`src/common/scd_cfg.svh`:
```
`ifndef SCD_CFG_SVH
`define SCD_CFG_SVH
// ********************************
// Register byte offsets
// ********************************
`define SCD_OFF_SYSCTL 8'h00
`define SCD_OFF_PAGEBASE 8'h04
`define SCD_OFF_EXTCTL 8'h08
`define SCD_OFF_DBGSTAT 8'h0C
`define SCD_OFF_DBGCTL 8'h10
`define SCD_OFF_RSVDA 8'h14
`define SCD_OFF_RSVDB 8'h18
// ********************************
// Field positions
// ********************************
`define SCD_B_V86 0
`define SCD_B_PMV 1
`define SCD_B_TSR 2
`define SCD_B_DBX 3
`define SCD_B_PSZ 4
`define SCD_B_PAX 5
`define SCD_B_MCK 6
`define SCD_B_GLB 7
`define SCD_B_CTR 8
`define SCD_B_FXS 9
`define SCD_B_XMM 10
`define SCD_B_NUM 5
`define SCD_B_WP 16
`define SCD_B_ALM 18
`define SCD_B_NWT 29
`define SCD_B_CDS 30
`define SCD_B_PG 31
`define SCD_B_XWT 3
`define SCD_B_XCD 4
`define SCD_B_BPT0 16
// ********************************
// Write masks, reset values and invalid access-rights bytes
// ********************************
`define SCD_MASK_SYSCTL 32'hE005003F
`define SCD_MASK_PAGEBASE 32'hFFFFFFFF
`define SCD_MASK_EXTCTL 32'h000007FF
`define SCD_MASK_DBGSTAT 32'h0000E00F
`define SCD_MASK_DBGCTL 32'hFFFF23FF
`define SCD_RST_SYSCTL 32'h00000000
`define SCD_RST_PAGEBASE 32'h00000000
`define SCD_RST_EXTCTL 32'h00000000
`define SCD_RST_DBGSTAT 32'h00000000
`define SCD_RST_DBGCTL 32'h00000000
`define SCD_AR_BAD_A 8'h80
`define SCD_AR_BAD_B 8'h00
`endif

```
`src/common/scd_pkg.sv`:
```
package scd_pkg;
    typedef enum logic [1:0] {
        SCD_BP_EXEC = 2'b00,
        SCD_BP_WRITE = 2'b01,
        SCD_BP_IO = 2'b10,
        SCD_BP_RDWR = 2'b11
    } scd_bp_e;
    typedef logic [31:0] scd_word_t;
endpackage

```
`src/scd_bp_decode.sv`:
```
`timescale 1ns/1ps
`include "scd_cfg.svh"
module scd_bp_decode
    import scd_pkg::*;
(
    input wire logic pclk, // Clock
    input wire logic presetn, // Async reset, active low
    input wire logic [1:0] type_code, // Breakpoint type field
    input wire logic debug_ext, // Debug extensions enable
    output scd_bp_e kind_q, // Decoded access kind
    output logic defined_q // Low when the kind is undefined
);
    always_ff @(posedge pclk or negedge presetn) begin
        if (!presetn) begin
            kind_q <= SCD_BP_EXEC;
            defined_q <= 1'b1;
        end else begin
            case (type_code)
                2'b00: kind_q <= SCD_BP_EXEC;
                2'b01: kind_q <= SCD_BP_WRITE;
                2'b10: kind_q <= SCD_BP_IO;
                default: kind_q <= SCD_BP_RDWR;
            endcase
            // I/O breakpoints only exist with debug extensions on
            defined_q <= !(type_code == 2'b10 && !debug_ext);
        end
    end
endmodule

```
`src/scd_regs.sv`:
```
// Design decisions made here: the register addresses and the APB interface to the registers.
`timescale 1ns/1ps
`include "scd_cfg.svh"
// Summary of operation
// Extension control bit 10 is writable: OS handles unmasked SIMD faults.
// Extension control bit 9 is writable: OS saves extended FP/SIMD state.
// Bit 5 with paging on widens physical addresses beyond 32 bits.
// Bit 7 keeps global translation entries on task switch or base write.
// Bit 8 allows performance counter reads at every privilege level.
// Hardware reset clears the whole extension control register.
// Timestamp restrict bit limits timestamp reads to privilege level 0.
// Separate bits enable virtual interrupt flags in v8086 and protected mode.
// 4-MByte pages need bit 4 in 32-bit paging; extended paging has 2-MByte.
// Machine-check exception is raised only while its enable bit is set.
// Numeric error bit routes FP errors to the internal exception path.
// Write protect bit blocks supervisor writes to read-only pages.
// Alignment checks need both the alignment mask bit and the flag.
// Not-write-through clear enables write-through and invalidation cycles.
// Cache disable bit clear enables the cache, set disables it.
// Non-paged cycles with paging on drive cache pins from page base bits.
// Descriptor access-rights bytes 80H and 00H are invalid.
// Accessed-bit locked update happens only when the bit is clear.
// Debug status bit 12 ignores writes and always reads zero.
// Breakpoint type decodes exec, write, I/O (needs extensions), rd/wr.
// Debug control bits 11, 12, 14 and 15 always read zero.
// Reserved debug regs alias status/control, or invalid opcode if enabled.
module scd_regs
    import scd_pkg::*;
(
    input wire logic pclk, // Core clock
    input wire logic presetn, // Async reset, active low
    input wire logic psel, // APB select
    input wire logic penable, // APB enable
    input wire logic pwrite, // APB direction
    input wire logic [7:0] paddr, // APB byte address
    input wire logic [31:0] pwdata, // APB write data
    input wire logic [3:0] pstrb, // APB byte lanes
    output logic [31:0] prdata, // APB read data
    output logic pready, // APB ready
    output logic pslverr, // APB error
    input wire logic [1:0] cpl, // Current privilege level
    input wire logic task_switch, // Task switch pulse
    input wire logic hw_error, // Hardware error event
    input wire logic fp_error, // Numeric error event
    input wire logic sup_write, // Supervisor write access
    input wire logic page_read_only, // Target page is read-only
    input wire logic alignment_check_flag, // Flag from the core
    input wire logic nonpaged_cycle, // Bus cycle without paging
    input wire logic seg_load, // Segment descriptor load
    input wire logic seg_accessed, // Accessed bit of descriptor
    input wire logic [7:0] ar_byte, // Descriptor access rights
    input wire logic [3:0] bp_hit, // Breakpoint hits
    output logic simd_exception_os_support, // OS SIMD fault support
    output logic extended_state_save_support, // OS saves ext state
    output logic pa_wide, // Physical address above 32 bits
    output logic tlb_flush, // Translation flush pulse
    output logic tlb_keep_global, // Flush spares global entries
    output logic ctr_read_ok, // Counter read allowed
    output logic tsc_read_ok, // Timestamp read allowed
    output logic v86_vif_en, // Virtual IF in v8086 mode
    output logic pm_vif_en, // Virtual IF in protected mode
    output logic page4m_en, // 4-MByte pages usable
    output logic page2m_en, // 2-MByte pages usable
    output logic machine_check, // Machine-check exception pulse
    output logic fp_err_report, // Internal numeric error pulse
    output logic wp_fault, // Supervisor write blocked
    output logic align_check_en, // Alignment checking active
    output logic wt_inval_en, // Write-through and invalidation on
    output logic cache_en, // Internal cache on
    output logic ext_cache_disable_pin, // External cache disable
    output logic ext_write_through_pin, // External write-through
    output logic desc_invalid, // Access rights value invalid
    output logic seg_lock_rmw, // Locked accessed-bit update
    output scd_bp_e [3:0] bp_kind, // Per breakpoint kind
    output logic [3:0] bp_defined, // Per breakpoint defined
    output logic invalid_opcode_exception // Invalid opcode pulse
);
    // ********************************
    // Bus decode
    // ********************************
    scd_word_t sysctl_q, pagebase_q, extctl_q, dbgstat_q, dbgctl_q;
    logic setup, access, wr_en, hit, rsvd_ref, trap_ref;
    logic [31:0] rd_d;
    logic [7:0] eff_addr;
    logic dbg_ext;

    assign dbg_ext = extctl_q[`SCD_B_DBX];
    assign setup = psel && !penable;
    assign access = psel && penable;
    assign rsvd_ref = paddr == `SCD_OFF_RSVDA || paddr == `SCD_OFF_RSVDB;
    assign trap_ref = rsvd_ref && dbg_ext;
    // Reserved debug addresses fold onto status and control
    always_comb begin
        eff_addr = paddr;
        if (paddr == `SCD_OFF_RSVDA) begin
            eff_addr = `SCD_OFF_DBGSTAT;
        end else if (paddr == `SCD_OFF_RSVDB) begin
            eff_addr = `SCD_OFF_DBGCTL;
        end
    end

    always_comb begin
        hit = 1'b1;
        case (eff_addr)
            `SCD_OFF_SYSCTL: rd_d = sysctl_q;
            `SCD_OFF_PAGEBASE: rd_d = pagebase_q;
            `SCD_OFF_EXTCTL: rd_d = extctl_q;
            `SCD_OFF_DBGSTAT: rd_d = dbgstat_q;
            `SCD_OFF_DBGCTL: rd_d = dbgctl_q;
            default: begin
                rd_d = 32'h00000000;
                hit = 1'b0;
            end
        endcase
        if (trap_ref) begin
            rd_d = 32'h00000000;
            hit = 1'b0;
        end
    end

    // Zero-wait access: read data is captured in the setup cycle
    assign pready = 1'b1;
    assign wr_en = access && pwrite && hit;

    always_ff @(posedge pclk or negedge presetn) begin
        if (!presetn) begin
            prdata <= 32'h00000000;
            pslverr <= 1'b0;
        end else if (setup) begin
            prdata <= pwrite ? 32'h00000000 : rd_d;
            pslverr <= !hit;
        end
    end

    function automatic scd_word_t merge(input scd_word_t old,
                                        input scd_word_t wd,
                                        input logic [3:0] st,
                                        input scd_word_t mask);
        scd_word_t r;
        r = old;
        for (int i = 0; i < 4; i++) begin
            if (st[i]) begin
                r[i*8 +: 8] = wd[i*8 +: 8];
            end
        end
        return r & mask;
    endfunction

    // ********************************
    // Registers
    // ********************************
    always_ff @(posedge pclk or negedge presetn) begin
        if (!presetn) begin
            sysctl_q <= `SCD_RST_SYSCTL;
        end else if (wr_en && eff_addr == `SCD_OFF_SYSCTL) begin
            sysctl_q <= merge(sysctl_q, pwdata, pstrb, `SCD_MASK_SYSCTL);
        end
    end

    always_ff @(posedge pclk or negedge presetn) begin
        if (!presetn) begin
            pagebase_q <= `SCD_RST_PAGEBASE;
        end else if (wr_en && eff_addr == `SCD_OFF_PAGEBASE) begin
            pagebase_q <= merge(pagebase_q, pwdata, pstrb,
                                `SCD_MASK_PAGEBASE);
        end
    end

    always_ff @(posedge pclk or negedge presetn) begin
        if (!presetn) begin
            extctl_q <= `SCD_RST_EXTCTL;
        end else if (wr_en && eff_addr == `SCD_OFF_EXTCTL) begin
            // Bits 9 and 10 are plain writable OS capability flags
            extctl_q <= merge(extctl_q, pwdata, pstrb,
                              `SCD_MASK_EXTCTL);
        end
    end

    // Breakpoint hits win over a software write in the same cycle
    always_ff @(posedge pclk or negedge presetn) begin
        if (!presetn) begin
            dbgstat_q <= `SCD_RST_DBGSTAT;
        end else if (wr_en && eff_addr == `SCD_OFF_DBGSTAT) begin
            dbgstat_q <= merge(dbgstat_q, pwdata, pstrb,
                               `SCD_MASK_DBGSTAT) | {28'h0000000, bp_hit};
        end else begin
            dbgstat_q <= dbgstat_q | {28'h0000000, bp_hit};
        end
    end

    always_ff @(posedge pclk or negedge presetn) begin
        if (!presetn) begin
            dbgctl_q <= `SCD_RST_DBGCTL;
        end else if (wr_en && eff_addr == `SCD_OFF_DBGCTL) begin
            dbgctl_q <= merge(dbgctl_q, pwdata, pstrb,
                              `SCD_MASK_DBGCTL);
        end
    end

    // ********************************
    // Effects on the core
    // ********************************
    logic paging, pb_wr;
    assign paging = sysctl_q[`SCD_B_PG];
    assign pb_wr = wr_en && eff_addr == `SCD_OFF_PAGEBASE;

    always_ff @(posedge pclk or negedge presetn) begin
        if (!presetn) begin
            simd_exception_os_support <= 1'b0;
            extended_state_save_support <= 1'b0;
            pa_wide <= 1'b0;
            ctr_read_ok <= 1'b0;
            tsc_read_ok <= 1'b0;
            v86_vif_en <= 1'b0;
            pm_vif_en <= 1'b0;
            page4m_en <= 1'b0;
            page2m_en <= 1'b0;
        end else begin
            simd_exception_os_support <= extctl_q[`SCD_B_XMM];
            extended_state_save_support <= extctl_q[`SCD_B_FXS];
            pa_wide <= extctl_q[`SCD_B_PAX] && paging;
            ctr_read_ok <= extctl_q[`SCD_B_CTR] || cpl == 2'b00;
            tsc_read_ok <= !extctl_q[`SCD_B_TSR] || cpl == 2'b00;
            v86_vif_en <= extctl_q[`SCD_B_V86];
            pm_vif_en <= extctl_q[`SCD_B_PMV];
            page4m_en <= extctl_q[`SCD_B_PSZ]
                && !extctl_q[`SCD_B_PAX];
            page2m_en <= extctl_q[`SCD_B_PAX];
        end
    end

    always_ff @(posedge pclk or negedge presetn) begin
        if (!presetn) begin
            tlb_flush <= 1'b0;
            tlb_keep_global <= 1'b0;
        end else begin
            tlb_flush <= task_switch || pb_wr;
            // Global entries survive only while the enable is set
            tlb_keep_global <= extctl_q[`SCD_B_GLB];
        end
    end

    always_ff @(posedge pclk or negedge presetn) begin
        if (!presetn) begin
            machine_check <= 1'b0;
            fp_err_report <= 1'b0;
            wp_fault <= 1'b0;
            align_check_en <= 1'b0;
            wt_inval_en <= 1'b0;
            cache_en <= 1'b0;
        end else begin
            machine_check <= hw_error && extctl_q[`SCD_B_MCK];
            fp_err_report <= fp_error && sysctl_q[`SCD_B_NUM];
            wp_fault <= sysctl_q[`SCD_B_WP] && sup_write
                && page_read_only;
            align_check_en <= sysctl_q[`SCD_B_ALM]
                && alignment_check_flag;
            wt_inval_en <= !sysctl_q[`SCD_B_NWT];
            cache_en <= !sysctl_q[`SCD_B_CDS];
        end
    end

    // Pins follow the page base only on non-paged cycles with paging on; low otherwise
    always_ff @(posedge pclk or negedge presetn) begin
        if (!presetn) begin
            ext_cache_disable_pin <= 1'b0;
            ext_write_through_pin <= 1'b0;
        end else begin
            ext_cache_disable_pin <= paging && nonpaged_cycle
                && pagebase_q[`SCD_B_XCD];
            ext_write_through_pin <= paging && nonpaged_cycle
                && pagebase_q[`SCD_B_XWT];
        end
    end

    always_ff @(posedge pclk or negedge presetn) begin
        if (!presetn) begin
            desc_invalid <= 1'b0;
            seg_lock_rmw <= 1'b0;
            invalid_opcode_exception <= 1'b0;
        end else begin
            desc_invalid <= ar_byte == `SCD_AR_BAD_A
                || ar_byte == `SCD_AR_BAD_B;
            // Skipping the locked cycle saves bus traffic on reloads
            seg_lock_rmw <= seg_load && !seg_accessed;
            invalid_opcode_exception <= access && trap_ref;
        end
    end

    // ********************************
    // Breakpoint type decode
    // ********************************
    for (genvar g = 0; g < 4; g++) begin : g_bp
        scd_bp_decode u_dec (
            .pclk(pclk),
            .presetn(presetn),
            .type_code(dbgctl_q[`SCD_B_BPT0 + 4*g +: 2]),
            .debug_ext(dbg_ext),
            .kind_q(bp_kind[g]),
            .defined_q(bp_defined[g])
        );
    end
endmodule
```
`config.mk`:
```
export PLATFORM = sky130hd
export DESIGN_NAME = scd_regs
export DESIGN_NICKNAME = d
export VERILOG_FILES = /design/src/common/scd_pkg.sv /design/src/scd_bp_decode.sv /design/src/scd_regs.sv
export VERILOG_INCLUDE_DIRS = /design/src /design/src/common
export SDC_FILE = /design/constraint.sdc
export NUM_CORES = 1
export LEC_CHECK = 0
export BUFFER_PORTS_ARGS = -buffer_cell sky130_fd_sc_hd__buf_2
export CAP_MARGIN = 20
export CORE_MARGIN = 2
export CORE_UTILIZATION = 58
export DETAILED_ROUTE_END_ITERATION = 10
export HOLD_SLACK_MARGIN = 0.12
export PLACE_DENSITY_LB_ADDON = 0.05
export SLEW_MARGIN = 20
export SYNTH_ARGS = -nofsm -noshare
export SYNTH_HDL_FRONTEND = slang
export SYNTH_SLANG_ARGS = --single-unit
```
`constraint.sdc`:
```
create_clock -name pclk -period 5 [get_ports pclk]
set_clock_uncertainty 0.2 [all_clocks]
set_input_delay 1 -clock pclk [delete_from_list [all_inputs] [get_ports pclk]]
set_output_delay 1 -clock pclk [all_outputs]
set_load 0.02 [all_outputs]
```
==> impl_metrics.prom <==
# TYPE chip_impl_metric gauge
chip_impl_metric{name="maximum_number_of_buffers_from_clock_root_to_sink",unit=""} 2
chip_impl_metric{name="gr-total-overflow",unit=""} 0
chip_impl_metric{name="num_rows",unit=""} 38
chip_impl_info{name="worst_r2r_startpoint",value="extctl_q[3]"} 1
chip_impl_metric{name="syn_area",unit="um2"} 6340
chip_impl_info{name="min-delay-start",value="extctl_q[0]"} 1
chip_impl_info{name="grt_setup_unrepaired",value="no"} 1
chip_impl_info{name="most_crowded_layer_gr",value="met2"} 1
chip_impl_metric{name="synth_compound_gate_area_share",unit=""} 0.0876
chip_impl_metric{name="yosys_warnings",unit=""} 0
chip_impl_metric{name="grtUsageMet1",unit=""} 0.333
chip_impl_info{name="hold_class",value="reg -> reg"} 1
chip_impl_metric{name="pre_cts_ws",unit="ps"} 1530
chip_impl_metric{name="vias_in_the_first_global_route",unit=""} 4472
chip_impl_metric{name="setup_total_negative_slack",unit="ps"} 0
chip_impl_metric{name="worstPathArrival",unit="ps"} 3130
chip_impl_metric{name="final-setup-viol-count",unit=""} 0
chip_impl_metric{name="start_util",unit=""} 0.590
chip_impl_metric{name="slack_of_the_worst_reg_to_reg_path",unit="ps"} 2490
chip_impl_metric{name="timing.slew.headroom",unit=""} 0.471
chip_impl_metric{name="grtUsageMet3",unit=""} 0.0651
chip_impl_metric{name="synth-seq-cells",unit=""} 155
chip_impl_info{name="ys.flop_type",value="sky130_fd_sc_hd__dfrtp_1"} 1
chip_impl_metric{name="routed_wl",unit="um"} 14200
chip_impl_metric{name="synth_cell_type_count",unit=""} 44
chip_impl_metric{name="detailroute.via_count",unit=""} 4391
chip_impl_metric{name="cts-resized-gates",unit=""} 0
chip_impl_info{name="root_buffer",value="sky130_fd_sc_hd__clkbuf_8"} 1
chip_impl_metric{name="worst_slew_pin_slew",unit="ps"} 793
chip_impl_info{name="synth_top_family_by_area",value="multiplexers"} 1
chip_impl_metric{name="post_route_cells_drive_above_1_share",unit=""} 0.434
chip_impl_metric{name="postLayoutSetupSlackWorst",unit="ps"} 2080
chip_impl_metric{name="clkLatencyLatePin",unit="ps"} 530
chip_impl_info{name="end_kind",value="flop"} 1
chip_impl_metric{name="gp_congestion",unit=""} 0.774
chip_impl_metric{name="port_buffers",unit=""} 137
chip_impl_metric{name="die_height",unit="um"} 109
chip_impl_metric{name="grt_pass1_wl",unit="um"} 22400
chip_impl_metric{name="asyncSetResetFlopFracSynth",unit=""} 1.00
chip_impl_metric{name="route.detailed.wl_per_inst",unit="um"} 18.2
chip_impl_metric{name="cap_viol_max_count",unit=""} 0
chip_impl_metric{name="number_of_h_tree_branching_levels",unit=""} 4
chip_impl_metric{name="syn2layout_area_growth",unit="%"} 20.8
chip_impl_metric{name="grt_start_max_net_pins",unit=""} 87
chip_impl_metric{name="synth_fa_ha_area_frac",unit=""} 0
chip_impl_metric{name="max_freq",unit="GHz"} 0.342
chip_impl_metric{name="yosys-mux-area-fraction",unit=""} 0.161
chip_impl_metric{name="simple_gate_share_of_the_synthesized_area",unit=""} 0.108
chip_impl_metric{name="use_met2",unit=""} 0.416
chip_impl_metric{name="timing_hold_violations_final",unit=""} 0
chip_impl_metric{name="highest_net_fanout_along_the_worst_path",unit=""} 23
chip_impl_metric{name="dp.final_hpwl",unit="um"} 9370
chip_impl_metric{name="vdd_drop_max",unit="mV"} 0.196
chip_impl_metric{name="count_of_flip_flops_with_a_built_in_enable_after_synthesis",unit=""} 0
chip_impl_metric{name="p_per_area",unit="nW/um2"} 340
chip_impl_metric{name="die-area",unit="um2"} 11800
chip_impl_metric{name="syn-num-nets",unit=""} 567
chip_impl_metric{name="core_area",unit="um2"} 10700
chip_impl_metric{name="critPathRequiredTime",unit="ps"} 5210
chip_impl_info{name="cts_tree",value="done"} 1
chip_impl_metric{name="grt_usage",unit=""} 0.257
chip_impl_metric{name="starting_drt_drc_count",unit=""} 291
chip_impl_metric{name="clk_sinks",unit=""} 155
chip_impl_metric{name="drc",unit=""} 0
chip_impl_metric{name="synthesis.instances",unit=""} 495
chip_impl_metric{name="final_net_count",unit=""} 695
chip_impl_metric{name="die_width",unit="um"} 109
chip_impl_metric{name="floorplan.io_pins",unit=""} 140
chip_impl_metric{name="postRouteAntennaNets",unit=""} 0
chip_impl_info{name="setup.worst_path.class",value="in -> reg"} 1
chip_impl_info{name="critical_path.startpoint",value="paddr[4]"} 1
chip_impl_metric{name="drv_slew",unit=""} 0
chip_impl_metric{name="grt_antenna_before_repair",unit=""} 0
chip_impl_metric{name="timing.final.crit_period",unit="ps"} 2920
chip_impl_metric{name="timing.final.crit_share",unit=""} 0.585
chip_impl_metric{name="post_cts.repair.setup_buffers",unit=""} 0
chip_impl_info{name="critical_path.startpoint_type",value="primary input"} 1
chip_impl_metric{name="synth-seq-area-share",unit=""} 0.612
chip_impl_metric{name="first_pass_iters",unit=""} 5
chip_impl_metric{name="cts_hold_buffers",unit=""} 0
chip_impl_info{name="status",value="complete, no violations"} 1
chip_impl_metric{name="post_synth.cell_area_avg",unit="um2"} 12.8
chip_impl_metric{name="cts_made_buffers",unit=""} 17
chip_impl_metric{name="vias_per_cell",unit=""} 5.65
chip_impl_metric{name="p_leak",unit="nW"} 3.88
chip_impl_metric{name="clock_input_transition_at_the_sequential_cells_of_the_worst_setup_and_hold_paths",unit="ps"} 60
chip_impl_metric{name="yosys.area_share.xor_xnor",unit=""} 0.00276
critical path: stages:
cell and delay [ps]:
sky130_fd_sc_hd__buf_2 270, sky130_fd_sc_hd__nor4_4 590, sky130_fd_sc_hd__and3_1 660, sky130_fd_sc_hd__nand3_4 250, sky130_fd_sc_hd__mux2_2 350
per-layer routing:
metal	wire (um)	vias to the layer above
met5	0	-
met4	287	0
met3	963	23
met2	7140	153
met1	5770	2206
li1	-	2009
cells in the final DEF (no fill, tap or decap), types with 2 or more instances in the layout:
cell,synthesis,layout
sky130_fd_sc_hd__clkbuf_1,15,3
sky130_fd_sc_hd__nor2_2,3,3
sky130_fd_sc_hd__nand3_1,4,4
sky130_fd_sc_hd__nor2b_1,3,3
sky130_fd_sc_hd__mux2_2,82,82
sky130_fd_sc_hd__clkinv_2,0,2
sky130_fd_sc_hd__nor3_4,2,2
sky130_fd_sc_hd__a21oi_1,15,15
sky130_fd_sc_hd__nand4_1,3,3
sky130_fd_sc_hd__and3_1,6,6
sky130_fd_sc_hd__clkinvlp_4,0,6
sky130_fd_sc_hd__buf_4,6,5
sky130_fd_sc_hd__nor4_4,3,3
sky130_fd_sc_hd__clkbuf_16,0,16
sky130_fd_sc_hd__a22o_1,5,5
sky130_fd_sc_hd__bufinv_16,0,2
sky130_fd_sc_hd__clkbuf_8,0,2
sky130_fd_sc_hd__or3b_2,4,4
sky130_fd_sc_hd__o21ai_0,38,38
sky130_fd_sc_hd__buf_2,11,136
sky130_fd_sc_hd__a2bb2oi_1,5,5
sky130_fd_sc_hd__and2_1,6,6
sky130_fd_sc_hd__nand2_1,49,49
sky130_fd_sc_hd__dfstp_2,4,4
sky130_fd_sc_hd__nor3_1,5,5
sky130_fd_sc_hd__mux2i_1,10,10
sky130_fd_sc_hd__a22oi_1,23,23
sky130_fd_sc_hd__inv_1,3,3
sky130_fd_sc_hd__dfrtp_1,151,151
sky130_fd_sc_hd__nor2_1,19,19
power by group:
group	switching [mW]	leakage, nW	total [mW]	internal [mW]
Sequential	0.00594	2.11	1.27	1.27
Combinational	0.0796	1.52	0.121	0.0410
Clock	0.494	0.256	1.22	0.722
Total	0.579	3.88	2.61	2.03
flip-flops by register name (all words and copies together), names as in the netlist, 4 cells and up:
name,flops
dbgctl_q,27
dbgstat_q,7
extctl_q,11
g_bp.u_dec.defined_q,4
g_bp.u_dec.kind_q,8
pagebase_q,32
prdata,32
sysctl_q,11
area by class of cell:
type / count / area, um2
multi-input cells: 303 / 2280
repair buffers: 143 / 744
flip-flops and latches: 155 / 3880
well taps: 140 / 175
clock inverters: 11 / 124
diodes: 1 / 2.50
inverters: 3 / 11.3
fillers: 800 / 3080
clock buffers: 21 / 439
stage by stage:
step	total power, mW	std cells	hold slack (ps)	area, um2	utilization
floorplan	1.34	495	168	6340	-
global placement	1.41	743	184	7080	0.659
detailed placement	1.42	743	185	7080	0.659
CTS	2.63	775	199	7640	0.711
global route	2.70	776	207	7660	0.713
finish	2.61	777	199	7660	0.713
cell families (layout without fill, tap and decap cells):
family          count (synthesis)  after routing
flops                         155            155
simple gates                  118            118
mux                            92             92
compound gates                 90             90
buf+inv                        37            178
xor+xnor                        2              2
other cells                     1              2
synth_stat cells (all sizes together), types with 4 or more instances:
library cell / number / share of area
buf: 19 / 0.017
a2bb2oi: 5 / 0.0069
mux2: 82 / 0.15
nand2: 50 / 0.030
a22oi: 23 / 0.027
nor3: 8 / 0.011
and2: 6 / 0.0059
mux2i: 10 / 0.016
and3: 6 / 0.0059
dfrtp: 151 / 0.60
clkbuf: 15 / 0.0089
or3b: 4 / 0.0055
nand4: 5 / 0.0083
nor4: 4 / 0.011
nor2: 22 / 0.014
nand3: 5 / 0.0059
dfstp: 4 / 0.017
a21oi: 15 / 0.012
a22o: 5 / 0.0069
o21ai: 38 / 0.030
path summary, 6_finish.rpt:
check                                               end  cells past startpoint
worst min-delay path                         v86_vif_en                      0
max in group asynchronous       g_bp[1].u_dec.defined_q                      2
worst min register to register               v86_vif_en                      0
worst max register to register               prdata[24]                      6
min in group asynchronous       g_bp[2].u_dec.kind_q[1]                      1
worst max-delay path                      pagebase_q[1]                      5
No activity file was read; power rests on OpenSTA's default activity.
